--- config.mk ---
export PLATFORM = sky130hd
export DESIGN_NAME = uart_timeout_baud_infrared
export DESIGN_NICKNAME = d
export VERILOG_FILES = /design/src/uart_tbi_pkg.sv /design/src/uart_timeout_baud_infrared.sv /design/src/uart_word_fifo.sv
export SDC_FILE = /design/constraint.sdc
export NUM_CORES = 1
export LEC_CHECK = 0
export ABC_CLOCK_PERIOD_IN_PS = 2750
export BUFFER_PORTS_ARGS = -buffer_cell sky130_fd_sc_hd__buf_2
export CORE_MARGIN = 1.5
export CORE_UTILIZATION = 25
export CTS_BUF_LIST = sky130_fd_sc_hd__clkbuf_4
export DETAILED_ROUTE_END_ITERATION = 10
export HOLD_SLACK_MARGIN = 0.02
export SLEW_MARGIN = 15
export SYNTH_ARGS = -nofsm -noshare
export SYNTH_HDL_FRONTEND = slang
export SYNTH_SLANG_ARGS = --single-unit
export TNS_END_PERCENT = 50
--- constraint.sdc ---
create_clock -name CLK_I -period 2.75 [get_ports CLK_I]
set_input_delay 0 -clock CLK_I [delete_from_list [all_inputs] [get_ports CLK_I]]
set_output_delay 0 -clock CLK_I [all_outputs]
set_load 0.05 [all_outputs]
--- src/uart_tbi_pkg.sv ---
// constants shared by the time-out, baud divider and infrared line block
package uart_tbi_pkg;

	////////////////////////////////////////////////////////////////////////////////
	// bus geometry
	localparam int ADDR_W = 8;
	localparam int DATA_W = 32;

	// receive word path
	localparam int WORD_W = 8;
	localparam int FIFO_DEPTH = 8;

	////////////////////////////////////////////////////////////////////////////////
	// register byte offsets
	localparam logic [ADDR_W-1:0] OFS_TIMEOUT = 8'h20;
	localparam logic [ADDR_W-1:0] OFS_BAUD = 8'h24;
	localparam logic [ADDR_W-1:0] OFS_LINE = 8'h28;
	localparam logic [ADDR_W-1:0] OFS_IDLE = 8'h40;

	// reset values
	localparam logic [DATA_W-1:0] RST_TIMEOUT = 32'h0000_0000;
	localparam logic [DATA_W-1:0] RST_BAUD = 32'h0F00_0000;
	localparam logic [DATA_W-1:0] RST_LINE = 32'h0000_0040;
	localparam logic [DATA_W-1:0] RST_IDLE = 32'h0000_0000;

	// writable bit masks, reserved bits read as zero
	localparam logic [DATA_W-1:0] MASK_TIMEOUT = 32'h0000_007F;
	localparam logic [DATA_W-1:0] MASK_BAUD = 32'h3F00_FFFF;
	localparam logic [DATA_W-1:0] MASK_LINE = 32'h0000_0066;
	localparam logic [DATA_W-1:0] MASK_IDLE = 32'h0000_0001;

	////////////////////////////////////////////////////////////////////////////////
	// field layout
	localparam int CMP_W = 7;
	localparam int BAUD_EN_BIT = 29;
	localparam int BAUD_BYP_BIT = 28;
	localparam int PRESC_LSB = 24;
	localparam int PRESC_W = 4;
	localparam int DIV_W = 16;
	localparam int LINE_RX_LINE_INVERT_BIT = 6;
	localparam int LINE_TX_LINE_INVERT_BIT = 5;
	localparam int LINE_LOOP_BIT = 2;
	localparam int LINE_DIR_BIT = 1;
	localparam int IDLE_EN_BIT = 0;
	localparam int IDLE_FLAG_BIT = 1;
	localparam int IDLE_CNT_LSB = 8;

	// first stage divide values, minus one
	localparam logic [PRESC_W-1:0] M_FIXED_M1 = 4'hF;
	localparam logic [PRESC_W-1:0] M_BYPASS_M1 = 4'h0;

	// line idle levels
	localparam logic TX_IDLE_LVL = 1'b0;
	localparam logic RX_IDLE_LVL = 1'b1;

	// width of a full baud period in clock cycles
	localparam int PERIOD_W = 22;

endpackage

--- src/uart_timeout_baud_infrared.sv ---
// receive time-out, two stage baud divider and infrared line control
`timescale 1ns/1ps

// Contract
// - a word written into the receive fifo clears and restarts the 7-bit time-out count
// - count equal to compare value sets the idle flag; interrupt needs its enable
// - idle flag clears on a new received word or on an empty fifo
// - time-out count advances once per baud period, not per clock
// - mode 0: baud equals clock over sixteen times divisor plus two
// - mode 1: clock over prescaler plus one times divisor plus two; prescaler at least 8
// - mode 2: clock over divisor plus two; software keeps divisor at least 3
// - bypass bit forces first stage to one and ignores the prescaler field
// - receive invert bit inverts the incoming line, clear passes it unchanged
// - transmit invert bit inverts the outgoing line, clear drives it unchanged
// - loopback bit routes own transmit output back into the receive input
// - direction bit clear enables receiver, set enables transmitter; one at a time unless loopback is set, which keeps the receiver on
module uart_timeout_baud_infrared (
	// clock, reset, enable
	input wire logic CLK_I,
	input wire logic RST_I,
	input wire logic CE_I,
	// apb slave
	input wire logic PSEL_I,
	input wire logic PENABLE_I,
	input wire logic PWRITE_I,
	input wire logic [uart_tbi_pkg::ADDR_W-1:0] PADDR_I,
	input wire logic [uart_tbi_pkg::DATA_W-1:0] PWDATA_I,
	output logic [uart_tbi_pkg::DATA_W-1:0] PRDATA_O,
	output logic PREADY_O,
	output logic PSLVERR_O,
	// received words from the decoder
	input wire logic RX_WORD_VALID_I,
	input wire logic [uart_tbi_pkg::WORD_W-1:0] RX_WORD_I,
	output logic RX_WORD_READY_O,
	// received words to the reader
	output logic RX_READ_VALID_O,
	output logic [uart_tbi_pkg::WORD_W-1:0] RX_READ_DATA_O,
	input wire logic RX_READ_READY_I,
	// status
	output logic RX_FIFO_EMPTY_O,
	output logic RX_IDLE_INTERRUPT_O,
	// baud tick to transmitter and receiver
	output logic BAUD_TICK_O,
	// serial line
	input wire logic TX_BIT_I,
	output logic TX_PIN_O,
	input wire logic RX_PIN_I,
	output logic RX_BIT_O
);
	import uart_tbi_pkg::*;

	logic [DATA_W-1:0] timeout_r;
	logic [DATA_W-1:0] baud_r;
	logic [DATA_W-1:0] line_r;
	logic idle_en_r;
	logic pready_r;
	logic [DATA_W-1:0] prdata_r;
	logic [PRESC_W-1:0] pre_cnt_r;
	logic [DIV_W:0] div_cnt_r;
	logic [CMP_W-1:0] cnt_r;
	logic [CMP_W-1:0] cnt_nxt;
	logic idle_flag_r;
	logic idle_flag_nxt;
	logic tx_pin_r;
	logic rx_bit_r;
	logic fifo_empty;
	logic fifo_wr_ready;

	////////////////////////////////////////////////////////////////////////////////
	// apb decode; one wait state so read data come from a flop
	wire apb_access = PSEL_I & PENABLE_I;
	wire apb_done = apb_access & pready_r & CE_I;
	wire wr_en = apb_done & PWRITE_I;
	wire hit_timeout = PADDR_I == OFS_TIMEOUT;
	wire hit_baud = PADDR_I == OFS_BAUD;
	wire hit_line = PADDR_I == OFS_LINE;
	wire hit_idle = PADDR_I == OFS_IDLE;
	wire hit_any = hit_timeout | hit_baud | hit_line | hit_idle;
	wire wr_timeout = wr_en & hit_timeout;
	wire wr_baud = wr_en & hit_baud;
	wire wr_line = wr_en & hit_line;
	wire wr_idle = wr_en & hit_idle;

	wire [DATA_W-1:0] idle_view = DATA_W'({cnt_r, 6'h00, idle_flag_r, idle_en_r});
	wire [DATA_W-1:0] rd_mux = hit_timeout ? timeout_r :
		hit_baud ? baud_r :
		hit_line ? line_r :
		hit_idle ? idle_view : '0;

	assign PREADY_O = pready_r;
	assign PSLVERR_O = pready_r & ~hit_any;
	assign PRDATA_O = prdata_r;

	always_ff @(posedge CLK_I) begin
		if (RST_I) begin
			pready_r <= 1'b0;
			prdata_r <= '0;
		end else if (CE_I) begin
			pready_r <= apb_access & ~pready_r;
			prdata_r <= (apb_access & ~pready_r) ? rd_mux : prdata_r;
		end
	end

	////////////////////////////////////////////////////////////////////////////////
	// registers
	always_ff @(posedge CLK_I) begin
		if (RST_I) begin
			timeout_r <= RST_TIMEOUT;
			baud_r <= RST_BAUD;
			line_r <= RST_LINE;
			idle_en_r <= RST_IDLE[IDLE_EN_BIT];
		end else if (CE_I) begin
			timeout_r <= wr_timeout ? (PWDATA_I & MASK_TIMEOUT) : timeout_r;
			baud_r <= wr_baud ? (PWDATA_I & MASK_BAUD) : baud_r;
			line_r <= wr_line ? (PWDATA_I & MASK_LINE) : line_r;
			idle_en_r <= wr_idle ? (PWDATA_I[IDLE_EN_BIT] & MASK_IDLE[IDLE_EN_BIT]) : idle_en_r;
		end
	end

	wire [CMP_W-1:0] cmp_val = timeout_r[CMP_W-1:0];
	wire presc_en = baud_r[BAUD_EN_BIT];
	wire presc_byp = baud_r[BAUD_BYP_BIT];
	wire [PRESC_W-1:0] presc_val = baud_r[PRESC_LSB +: PRESC_W];
	wire [DIV_W-1:0] baud_div = baud_r[DIV_W-1:0];
	wire rx_inv = line_r[LINE_RX_LINE_INVERT_BIT];
	wire tx_inv = line_r[LINE_TX_LINE_INVERT_BIT];
	wire loop_en = line_r[LINE_LOOP_BIT];
	wire dir_tx = line_r[LINE_DIR_BIT];

	////////////////////////////////////////////////////////////////////////////////
	// baud divider: first stage M, second stage divisor plus two
	// prescaler limits are the programmer's job; small values just run fast
	wire [PRESC_W-1:0] m_minus1 = presc_byp ? M_BYPASS_M1 :
		presc_en ? presc_val : M_FIXED_M1;
	wire pre_tick = pre_cnt_r == m_minus1;
	wire [DIV_W:0] div_last = {1'b0, baud_div} + 17'h0_0001;
	wire baud_tick = pre_tick & (div_cnt_r == div_last);

	assign BAUD_TICK_O = baud_tick & CE_I;

	// a write to the divisor restarts both stages so no half period escapes
	always_ff @(posedge CLK_I) begin
		if (RST_I) begin
			pre_cnt_r <= '0;
			div_cnt_r <= '0;
		end else if (CE_I) begin
			pre_cnt_r <= (wr_baud | pre_tick) ? '0 : PRESC_W'(pre_cnt_r + 1'b1);
			div_cnt_r <= (wr_baud | baud_tick) ? '0 :
				pre_tick ? (DIV_W+1)'(div_cnt_r + 1'b1) : div_cnt_r;
		end
	end

	////////////////////////////////////////////////////////////////////////////////
	// receive time-out
	wire rx_push = RX_WORD_VALID_I & fifo_wr_ready;
	wire match = cnt_r == cmp_val;

	always_comb begin
		cnt_nxt = cnt_r;
		if (rx_push) begin
			cnt_nxt = '0;
		end else if (baud_tick && !fifo_empty && !match) begin
			cnt_nxt = CMP_W'(cnt_r + 1'b1);
		end
	end

	// a push restarts the count, so it outranks a match seen in that cycle
	always_comb begin
		idle_flag_nxt = idle_flag_r;
		if (rx_push || fifo_empty) begin
			idle_flag_nxt = 1'b0;
		end else if (match) begin
			idle_flag_nxt = 1'b1;
		end
	end

	always_ff @(posedge CLK_I) begin
		if (RST_I) begin
			cnt_r <= '0;
			idle_flag_r <= 1'b0;
		end else if (CE_I) begin
			cnt_r <= cnt_nxt;
			idle_flag_r <= idle_flag_nxt;
		end
	end

	assign RX_IDLE_INTERRUPT_O = idle_flag_r & idle_en_r;

	////////////////////////////////////////////////////////////////////////////////
	// infrared line control
	wire tx_line = TX_BIT_I ^ tx_inv;
	wire rx_pin_inv = RX_PIN_I ^ rx_inv;
	wire rx_enable = ~dir_tx | loop_en;
	wire rx_src = loop_en ? (tx_line ^ rx_inv) : rx_pin_inv;
	wire rx_bit_nxt = rx_enable ? rx_src : RX_IDLE_LVL;
	wire tx_pin_nxt = dir_tx ? tx_line : TX_IDLE_LVL;

	always_ff @(posedge CLK_I) begin
		if (RST_I) begin
			tx_pin_r <= TX_IDLE_LVL;
			rx_bit_r <= RX_IDLE_LVL;
		end else if (CE_I) begin
			tx_pin_r <= tx_pin_nxt;
			rx_bit_r <= rx_bit_nxt;
		end
	end

	assign TX_PIN_O = tx_pin_r;
	assign RX_BIT_O = rx_bit_r;

	////////////////////////////////////////////////////////////////////////////////
	// receive fifo
	uart_word_fifo #(
		.WIDTH(WORD_W),
		.DEPTH(FIFO_DEPTH)
	) u_rx_fifo (
		.clk_i(CLK_I),
		.rst_i(RST_I),
		.ce_i(CE_I),
		.wr_valid_i(RX_WORD_VALID_I),
		.wr_data_i(RX_WORD_I),
		.wr_ready_o(fifo_wr_ready),
		.rd_valid_o(RX_READ_VALID_O),
		.rd_data_o(RX_READ_DATA_O),
		.rd_ready_i(RX_READ_READY_I),
		.empty_o(fifo_empty),
		.full_o()
	);

	assign RX_WORD_READY_O = fifo_wr_ready;
	assign RX_FIFO_EMPTY_O = fifo_empty;

	////////////////////////////////////////////////////////////////////////////////
	// checks; baud gap counted in enabled cycles
	logic [PERIOD_W-1:0] gap_r;
	wire [DIV_W:0] div_plus2 = {1'b0, baud_div} + 17'h0_0002;
	// expected periods built from the fields, not from the divider's own mux
	wire [PERIOD_W-1:0] period_m0 = PERIOD_W'({div_plus2, 4'h0});
	wire [PERIOD_W-1:0] period_m1 = PERIOD_W'({1'b0, presc_val} + 5'h01) *
		PERIOD_W'(div_plus2);
	wire [PERIOD_W-1:0] period_m2 = PERIOD_W'(div_plus2);
	wire mode0 = ~presc_en & ~presc_byp;
	wire mode1 = presc_en & ~presc_byp;
	wire mode2 = presc_en & presc_byp;

	always_ff @(posedge CLK_I) begin
		if (RST_I) begin
			gap_r <= '0;
		end else if (CE_I) begin
			gap_r <= (wr_baud | baud_tick) ? '0 : PERIOD_W'(gap_r + 1'b1);
		end
	end
endmodule

--- src/uart_word_fifo.sv ---
// receive word fifo with registered read data
`timescale 1ns/1ps
module uart_word_fifo #(
	parameter int WIDTH = 8,
	parameter int DEPTH = 8
) (
	// clock, reset, enable
	input wire logic clk_i,
	input wire logic rst_i,
	input wire logic ce_i,
	// fill side
	input wire logic wr_valid_i,
	input wire logic [WIDTH-1:0] wr_data_i,
	output logic wr_ready_o,
	// drain side
	output logic rd_valid_o,
	output logic [WIDTH-1:0] rd_data_o,
	input wire logic rd_ready_i,
	// level
	output logic empty_o,
	output logic full_o
);
	localparam int PTR_W = $clog2(DEPTH);
	localparam int CNT_W = $clog2(DEPTH + 1);
	localparam logic [CNT_W-1:0] CNT_FULL = CNT_W'(DEPTH);

	logic [WIDTH-1:0] mem [DEPTH];
	logic [PTR_W-1:0] wptr_r;
	logic [PTR_W-1:0] rptr_r;
	logic [CNT_W-1:0] total_r;
	logic out_valid_r;
	logic [WIDTH-1:0] out_data_r;

	////////////////////////////////////////////////////////////////////////////////
	// the output register counts as one of the DEPTH slots
	wire push = wr_valid_i & ~full_o;
	wire pop = out_valid_r & rd_ready_i;
	wire [CNT_W-1:0] mem_cnt = total_r - CNT_W'(out_valid_r);
	wire load = (~out_valid_r | pop) & (mem_cnt != '0);
	wire [CNT_W-1:0] total_nxt = total_r + CNT_W'(push) - CNT_W'(pop);

	assign full_o = total_r == CNT_FULL;
	assign empty_o = total_r == '0;
	assign wr_ready_o = ~full_o;
	assign rd_valid_o = out_valid_r;
	assign rd_data_o = out_data_r;

	always_ff @(posedge clk_i) begin
		if (rst_i) begin
			wptr_r <= '0;
			rptr_r <= '0;
			total_r <= '0;
			out_valid_r <= 1'b0;
			out_data_r <= '0;
		end else if (ce_i) begin
			wptr_r <= push ? PTR_W'(wptr_r + 1'b1) : wptr_r;
			rptr_r <= load ? PTR_W'(rptr_r + 1'b1) : rptr_r;
			total_r <= total_nxt;
			out_valid_r <= load | (out_valid_r & ~pop);
			out_data_r <= load ? mem[rptr_r] : out_data_r;
		end
	end

	// storage has no reset, only written on accepted words
	always_ff @(posedge clk_i) begin
		if (ce_i && push) begin
			mem[wptr_r] <= wr_data_i;
		end
	end
endmodule
# After elaboration in Yosys (flattened, before gate mapping)
# Memory sizes are Yosys's and may differ from the RTL's. A register that Yosys moved wholly into a read port is not among the register bits.
# Index checks and enable logic that the tools add are counted.
[classes] n_reduce_logical=21 eq_ne=8 mux=18 addsub=9 bitwise_logic=34
[op_table] cell="two-way mux 30 bit" n=2
[op_table] cell="two-way mux 17 bit" n=2
[op_table] cell="two-way mux 15 bit" n=2
[op_table] cell="== test 8 x 6 -> 1 bit (second input constant)" n=3
[op_table] cell="AND reduction 2 bit" n=10
[op_table] cell="adder 16 x 1 -> 17 bit (second input constant)" n=1
[op_table] cell="adder 17 x 1 -> 17 bit (second input constant)" n=1
[op_table] cell="bitwise AND 1 bit" n=17
[op_table] cell="== test 17 bit" n=1
[op_table] cell="two-way mux 7 bit" n=2
[op_table] cell="two-way mux 4 bit" n=3
[op_table] cell="== test 8 x 7 -> 1 bit (second input constant)" n=1
[op_table] cell="OR 1 bit" n=8
[op_table] cell="subtractor 4 x 1 -> 4 bit" n=2
[op_table] cell="adder 7 x 1 -> 7 bit (second input constant)" n=1
[op_table] cell="== test 7 bit" n=1
[op_table] cell="two-way mux 1 bit" n=7
[op_table] cell="adder 3 x 1 -> 3 bit (second input constant)" n=2
[op_table] cell="NOT 1 bit" n=6
[op_table] cell="nonzero test 2 bit" n=3
[op_table] cell="adder 4 x 1 -> 4 bit" n=1
[op_table] cell="adder 4 x 1 -> 4 bit (second input constant)" n=1
[op_table] cell="== test 4 bit" n=1
[op_table] cell="== test 4 bit (second input constant)" n=1
[op_table] cell="6 further kinds" n=11
[totals] wordCells=107 regBits=109 output_inout_bits=49 inputBits=58 mem_bits_rw=64 mem_count=1
[mem_list] name="u_rx_fifo.mem" words=8 word_bits=8 read_ports=1 rd_ports_with_merged_regs=1 write_ports=1 line="uart_word_fifo.sv:27" source="logic [WIDTH-1:0] mem [DEPTH];"

# Longest topological paths before layout
[logic_depth] ltp_word=8 mapped_depth=11

# Hierarchy
# A second synthesis with hierarchy kept.
[hier_totals] hier_cells=831 hier_area_um2=8518.2
[by_module_without_submodules] module="uart_timeout_baud_infrared" seq_area_each_um2=1761.7 cells_per_inst=612 area_each_um2=4895.9 instances=1
[by_module_without_submodules] module="uart_word_fifo" seq_area_each_um2=2302.2 cells_per_inst=219 area_each_um2=3622.2 instances=1

# Worst setup path after synthesis
# OpenSTA, ideal clock, no wires.
[synth_timing] kind="register to register" from="reg baud_r[1]" to="reg div_cnt_r[0]" path_buffers=0 t_arrival_ns=2.918 path_stages_with_launch=10 setup_slack_ns=-0.289 cell_sequence="dfxtp_1 -> ha_1 -> nand3_1 -> or4_1 -> a22o_1 -> nor4_2 -> or4b_4 -> o311ai_2 -> nor2_1 -> mux2_2"
[synth_via] elab_chain_cells=6
[synth_rtl] item="start, declared" line="uart_timeout_baud_infrared.sv:53" source="logic [DATA_W-1:0] baud_r;"
[synth_rtl] item="start signal, assigned" line="uart_timeout_baud_infrared.sv:114" source="baud_r <= wr_baud ? (PWDATA_I & MASK_BAUD) : baud_r;"
[synth_rtl] item="adder 16 x 1 -> 17 bit (*)" line="uart_timeout_baud_infrared.sv:136" source="wire [DIV_W:0] div_last = {1'b0, baud_div} + 17'h0_0001;"
[synth_rtl] item="== test 17 bit (*)" line="uart_timeout_baud_infrared.sv:137" source="wire baud_tick = pre_tick & (div_cnt_r == div_last);"
[synth_rtl] item="bitwise AND 1 bit (*)" line="uart_timeout_baud_infrared.sv:137"
[synth_rtl] item="OR 1 bit (*)"
[synth_rtl] item="nonzero test 2 bit (no line)"
[synth_rtl] item="AND reduction 2 bit (no line)"
[synth_rtl] item="end signal, assigned" line="uart_timeout_baud_infrared.sv:148" source="div_cnt_r <= (wr_baud | baud_tick) ? '0 :"
[synth_rtl] item="end, declared" line="uart_timeout_baud_infrared.sv:59" source="logic [DIV_W:0] div_cnt_r;"
# Mark *: on every way between the ends. The rest lies on a longest branch, timed or not.
# A chain may end at the register's enable or synchronous reset.

# Final worst setup path
[layout_timing] from="reg baud_r[0]" to="out BAUD_TICK_O"
[layout_via] elab_chain_cells=4
[layout_rtl] item="adder 16 x 1 -> 17 bit" line="uart_timeout_baud_infrared.sv:136"
[layout_rtl] item="== test 17 bit" line="uart_timeout_baud_infrared.sv:137"
[layout_rtl] item="bitwise AND 1 bit" line="uart_timeout_baud_infrared.sv:137"
[layout_rtl] item="bitwise AND 1 bit" line="uart_timeout_baud_infrared.sv:139" source="assign BAUD_TICK_O = baud_tick & CE_I;"
[layout_rtl] item="end, declared" line="uart_timeout_baud_infrared.sv:43" source="output logic BAUD_TICK_O,"
# Every way passes these cells.

==> metrics <==
status=finished, violations left; failing checks=negative setup slack; worst setup margin=-455 ps; largest cells by area after synthesis=dfxtp_1, edfxtp_1, mux4_2, nand2_1, a21oi_1; total gr overflow=0; CP Capture Type=output pin; Rel. slew slack=0.567; CP peak stage delay=between 500 and 600 ps; worst hold path startpoint=PADDR_I[4]; Tot Pwr=slightly above 5 mW; largest net degree at the start of global routing=46; Syn Area/Cell=10.0 um^2; CP Cell Sequence=ha_4 -> nand3_4 -> or4_1 -> a22o_1 -> nor4_2 -> or4b_4 -> nor3_4 -> buf_4 -> and2_4 -> buf_8; Via-to-Cell Ratio=4.72; Avg WL per Cell=about 16 um; cell taking the most area after synthesis=dfxtp_1; CTS tree=done; io pins=around 110; Yosys reg bits=about 170; Synth Instances=roughly 810; initial antenna violation count=0; vias in the first global route=roughly 6400; switching share of power=0.294; r2r endpoint=div_cnt_r[6]$_SDFFE_PP0P_; area share of the largest cell type after synthesis=0.264; clock sinks=roughly 170; VDD IR max=0.316 mV; hold path endpoint=PRDATA_O[3]$_SDFFE_PP0P_; Die X=between 150 and 200 um; max frequency=between 0.3 and 0.4 GHz; Async S/R FF share, synth=0; CTS buffer count=17; Final #Nets=1071; post-route ant nets=0; Worst Max-Slew Pin Slew=between 600 and 700 ps; Arr. time, crit path=roughly 3200 ps; Reg2Reg Setup Slack=-220 ps; final wirelength=~23000 um; Reg area=4080 um^2; Synth cell types=between 60 and 70; Power Dens Cells=494 nW/um^2; Internal=3.65 mW; Final min period=around 3200 ps; die area=approximately 34000 um^2; H-tree levels=4; final-report hold violation count=0; hold depth=6; global-route wire length before repair=roughly 35000 um; Final setup viols=12; final instance area=roughly 10000 um^2; Area Growth Syn to Fin=29.2%; Setup Skew=roughly 25 ps; DR iter-0 viols=503; share of cells above drive strength 1=0.263; Core ar.=about 32000 um^2; Clock transition at path regs=170 ps; Psw=approximately 1.5 mW; ys flop type=dfxtp_1; clk_lat worst skew=between 500 and 600 ps; Setup CP Type=reg -> out; Leak Pwr=between 4 and 5 nW; Clock Power Share=0.326; fin crit share=1.17; Fillers=3260; I/O Buffers=86; WP buf/inv=2; clk buf depth=2; Yosys warning count=0; number of synthesized flops with an enable pin=between 60 and 70; placer congestion estimate=~0.9; Final Util=0.330; maximum fanout along the worst path=3; CP delay by family, top=simple AND/OR/NAND/NOR gates; DIE HEIGHT=roughly 180 um; clock root buffer=clkbuf_4; Cell Area, Placed=between 9000 and 10000 um^2; fraction of power consumed by sequential logic=0.526; Worst R2R Start=baud_r[0]$_SDFFE_PP0P_; Cell Area, Synth=slightly above 8000 um^2; Initial Utilization=0.256; combinational power share=0.148; R2R depth=11; max_cap viols=0; Tot GR Track Use=0.138; origin of the worst setup path=baud_r[0]$_SDFFE_PP0P_; Placement Setup Slack=-299 ps; DRC viols=0; Max Slew Vio Count=0; Min-Delay Path Class=in -> reg; sequential share of the synthesized area=0.501; area occupied by multi-input gates=slightly below 4000 um^2; slowest CP cell=or4b_4; total number of vias=around 6700; RSZ-0062 raised after global routing=yes; Initial DRT Pass Iterations=5; Req. time, crit path=between 2000 and 3000 ps; startpoint types=flop; hpwl dp=16300 um; Rows=65; antenna diode count=0
layout by cell type, fill, tap and decap left out, types with 7 or more instances in the layout:
master	netlist	final
a21o_1	7	7
buf_4	10	84
xor2_1	29	28
xnor2_1	15	15
mux2i_1	28	28
mux4_2	16	16
nor4_1	14	7
nand2_1	92	92
and3_1	9	9
ha_1	14	13
nor2_1	74	73
o21ai_0	19	19
conb_1	1	10
nand4_1	12	12
buf_2	5	85
nand2b_1	9	9
a221oi_1	10	9
dlygate4sd3_1	0	47
clkbuf_4	0	17
a21oi_1	64	61
dfxtp_1	107	100
edfxtp_1	64	64
nand3_1	38	37
inv_1	21	21
nor3_1	26	25
routing by layer:
metal  vias to the layer above  track usage  wire [um]
met1                      3215        0.171      10100
met2                       146        0.242      11300
met3                        27       0.0290        963
li1                       3283            -          -
met4                         0       0.0380        429
met5                         -            0          0
state kept, by name (all words and copies together) (netlist names):
| name | flops |
|---|---|
| idle_flag_r | 1 |
| u_rx_fifo.rd_valid_o | 1 |
| line_r | 4 |
| div_cnt_r | 17 |
| timeout_r | 7 |
| u_rx_fifo.mem | 64 |
| u_rx_fifo.rptr_r | 3 |
| u_rx_fifo.wptr_r | 3 |
| PRDATA_O | 22 |
| pre_cnt_r | 4 |
| u_rx_fifo.rd_data_o | 8 |
| cnt_r | 7 |
| RX_BIT_O | 1 |
| idle_en_r | 1 |
| u_rx_fifo.total_r | 4 |
| TX_PIN_O | 1 |
| baud_r | 22 |
| PREADY_O | 1 |
final cells by class:
| class | instances | share of cell area |
|---|---|---|
| Sequential cell | 171 | 0.389 |
| Multi-Input combinational cell | 569 | 0.374 |
| Timing Repair Buffer | 218 | 0.149 |
| Tap cell | 402 | 0.0480 |
| Clock inverter | 15 | 0.0196 |
| Clock buffer | 17 | 0.0122 |
| Inverter | 21 | 0.00753 |
cells in the mapped netlist (all sizes together) (9+ instances only):
| cell | number |
|---|---|
| a21oi | 64 |
| a221oi | 10 |
| and3 | 9 |
| buf | 21 |
| clkbuf | 38 |
| dfxtp | 107 |
| edfxtp | 64 |
| ha | 14 |
| inv | 21 |
| mux2i | 28 |
| mux4 | 16 |
| nand2 | 92 |
| nand2b | 9 |
| nand3 | 38 |
| nand4 | 13 |
| nor2 | 74 |
| nor3 | 27 |
| nor4 | 15 |
| o21ai | 20 |
| xnor2 | 15 |
| xor2 | 29 |
power groups by stage:
stage / clock, mW / combinational (mW) / sequential (mW)
5_1_grt: 1.83 / 0.836 / 2.73
4_1_cts: 1.74 / 0.773 / 2.72
2_1_floorplan: 0 / 0.430 / 2.87
3_3_place_gp: 0 / 0.706 / 2.77
6_report: 1.69 / 0.763 / 2.72
3_5_place_dp: 0 / 0.719 / 2.78
how the worst max path moves through the flow:
| stage | endpoint | slack, ps | cells past startpoint |
|---|---|---|---|
| finish | BAUD_TICK_O | -460 | 10 |
| global route | BAUD_TICK_O | -640 | 10 |
| CTS | BAUD_TICK_O | -480 | 10 |
| detailed placement | cnt_r[0]$_SDFFE_PP0P_ | -300 | 9 |
| global placement | cnt_r[0]$_SDFFE_PP0P_ | -170 | 9 |
| floorplan | div_cnt_r[0]$_SDFFE_PP0P_ | -30 | 9 |
through the flow:
stage	setup TNS, ps	instances	hold slack [ps]
after floorplan	-51.9	820	98.9
after global placement	-1120	1330	241
after detailed placement	-2610	1330	241
after CTS	-1900	1412	25.0
after global routing	-4470	1413	37.3
final	-2050	1413	72.6
tightest hold or removal path, delay by kind of cell:
kind                   cells  cell delay [ps]
and+or+nand+nor            3              330
buffers and inverters      2              220
AOI/OAI and AO/OA          1               60
cells by family after synthesis:
logic type,synth area share
AND/OR/NAND/NOR,0.189
multiplexers,0.0860
AO/OA/AOI/OAI,0.109
adder cells (fa/ha/maj),0.0241
flip-flops,0.501
XOR/XNOR,0.0475
other,0.000463
buffers and inverters,0.0426
what timing repair did:
action,in CTS,in global routing
gates cloned,0,0
endpoints found under the hold margin,127,0
setup buffers,3,2
pin swaps,3,2
hold buffers,47,0
resized for setup,18,16
setup endpoints to repair,25,25
Note: power is estimated with default switching activity, not from simulation.
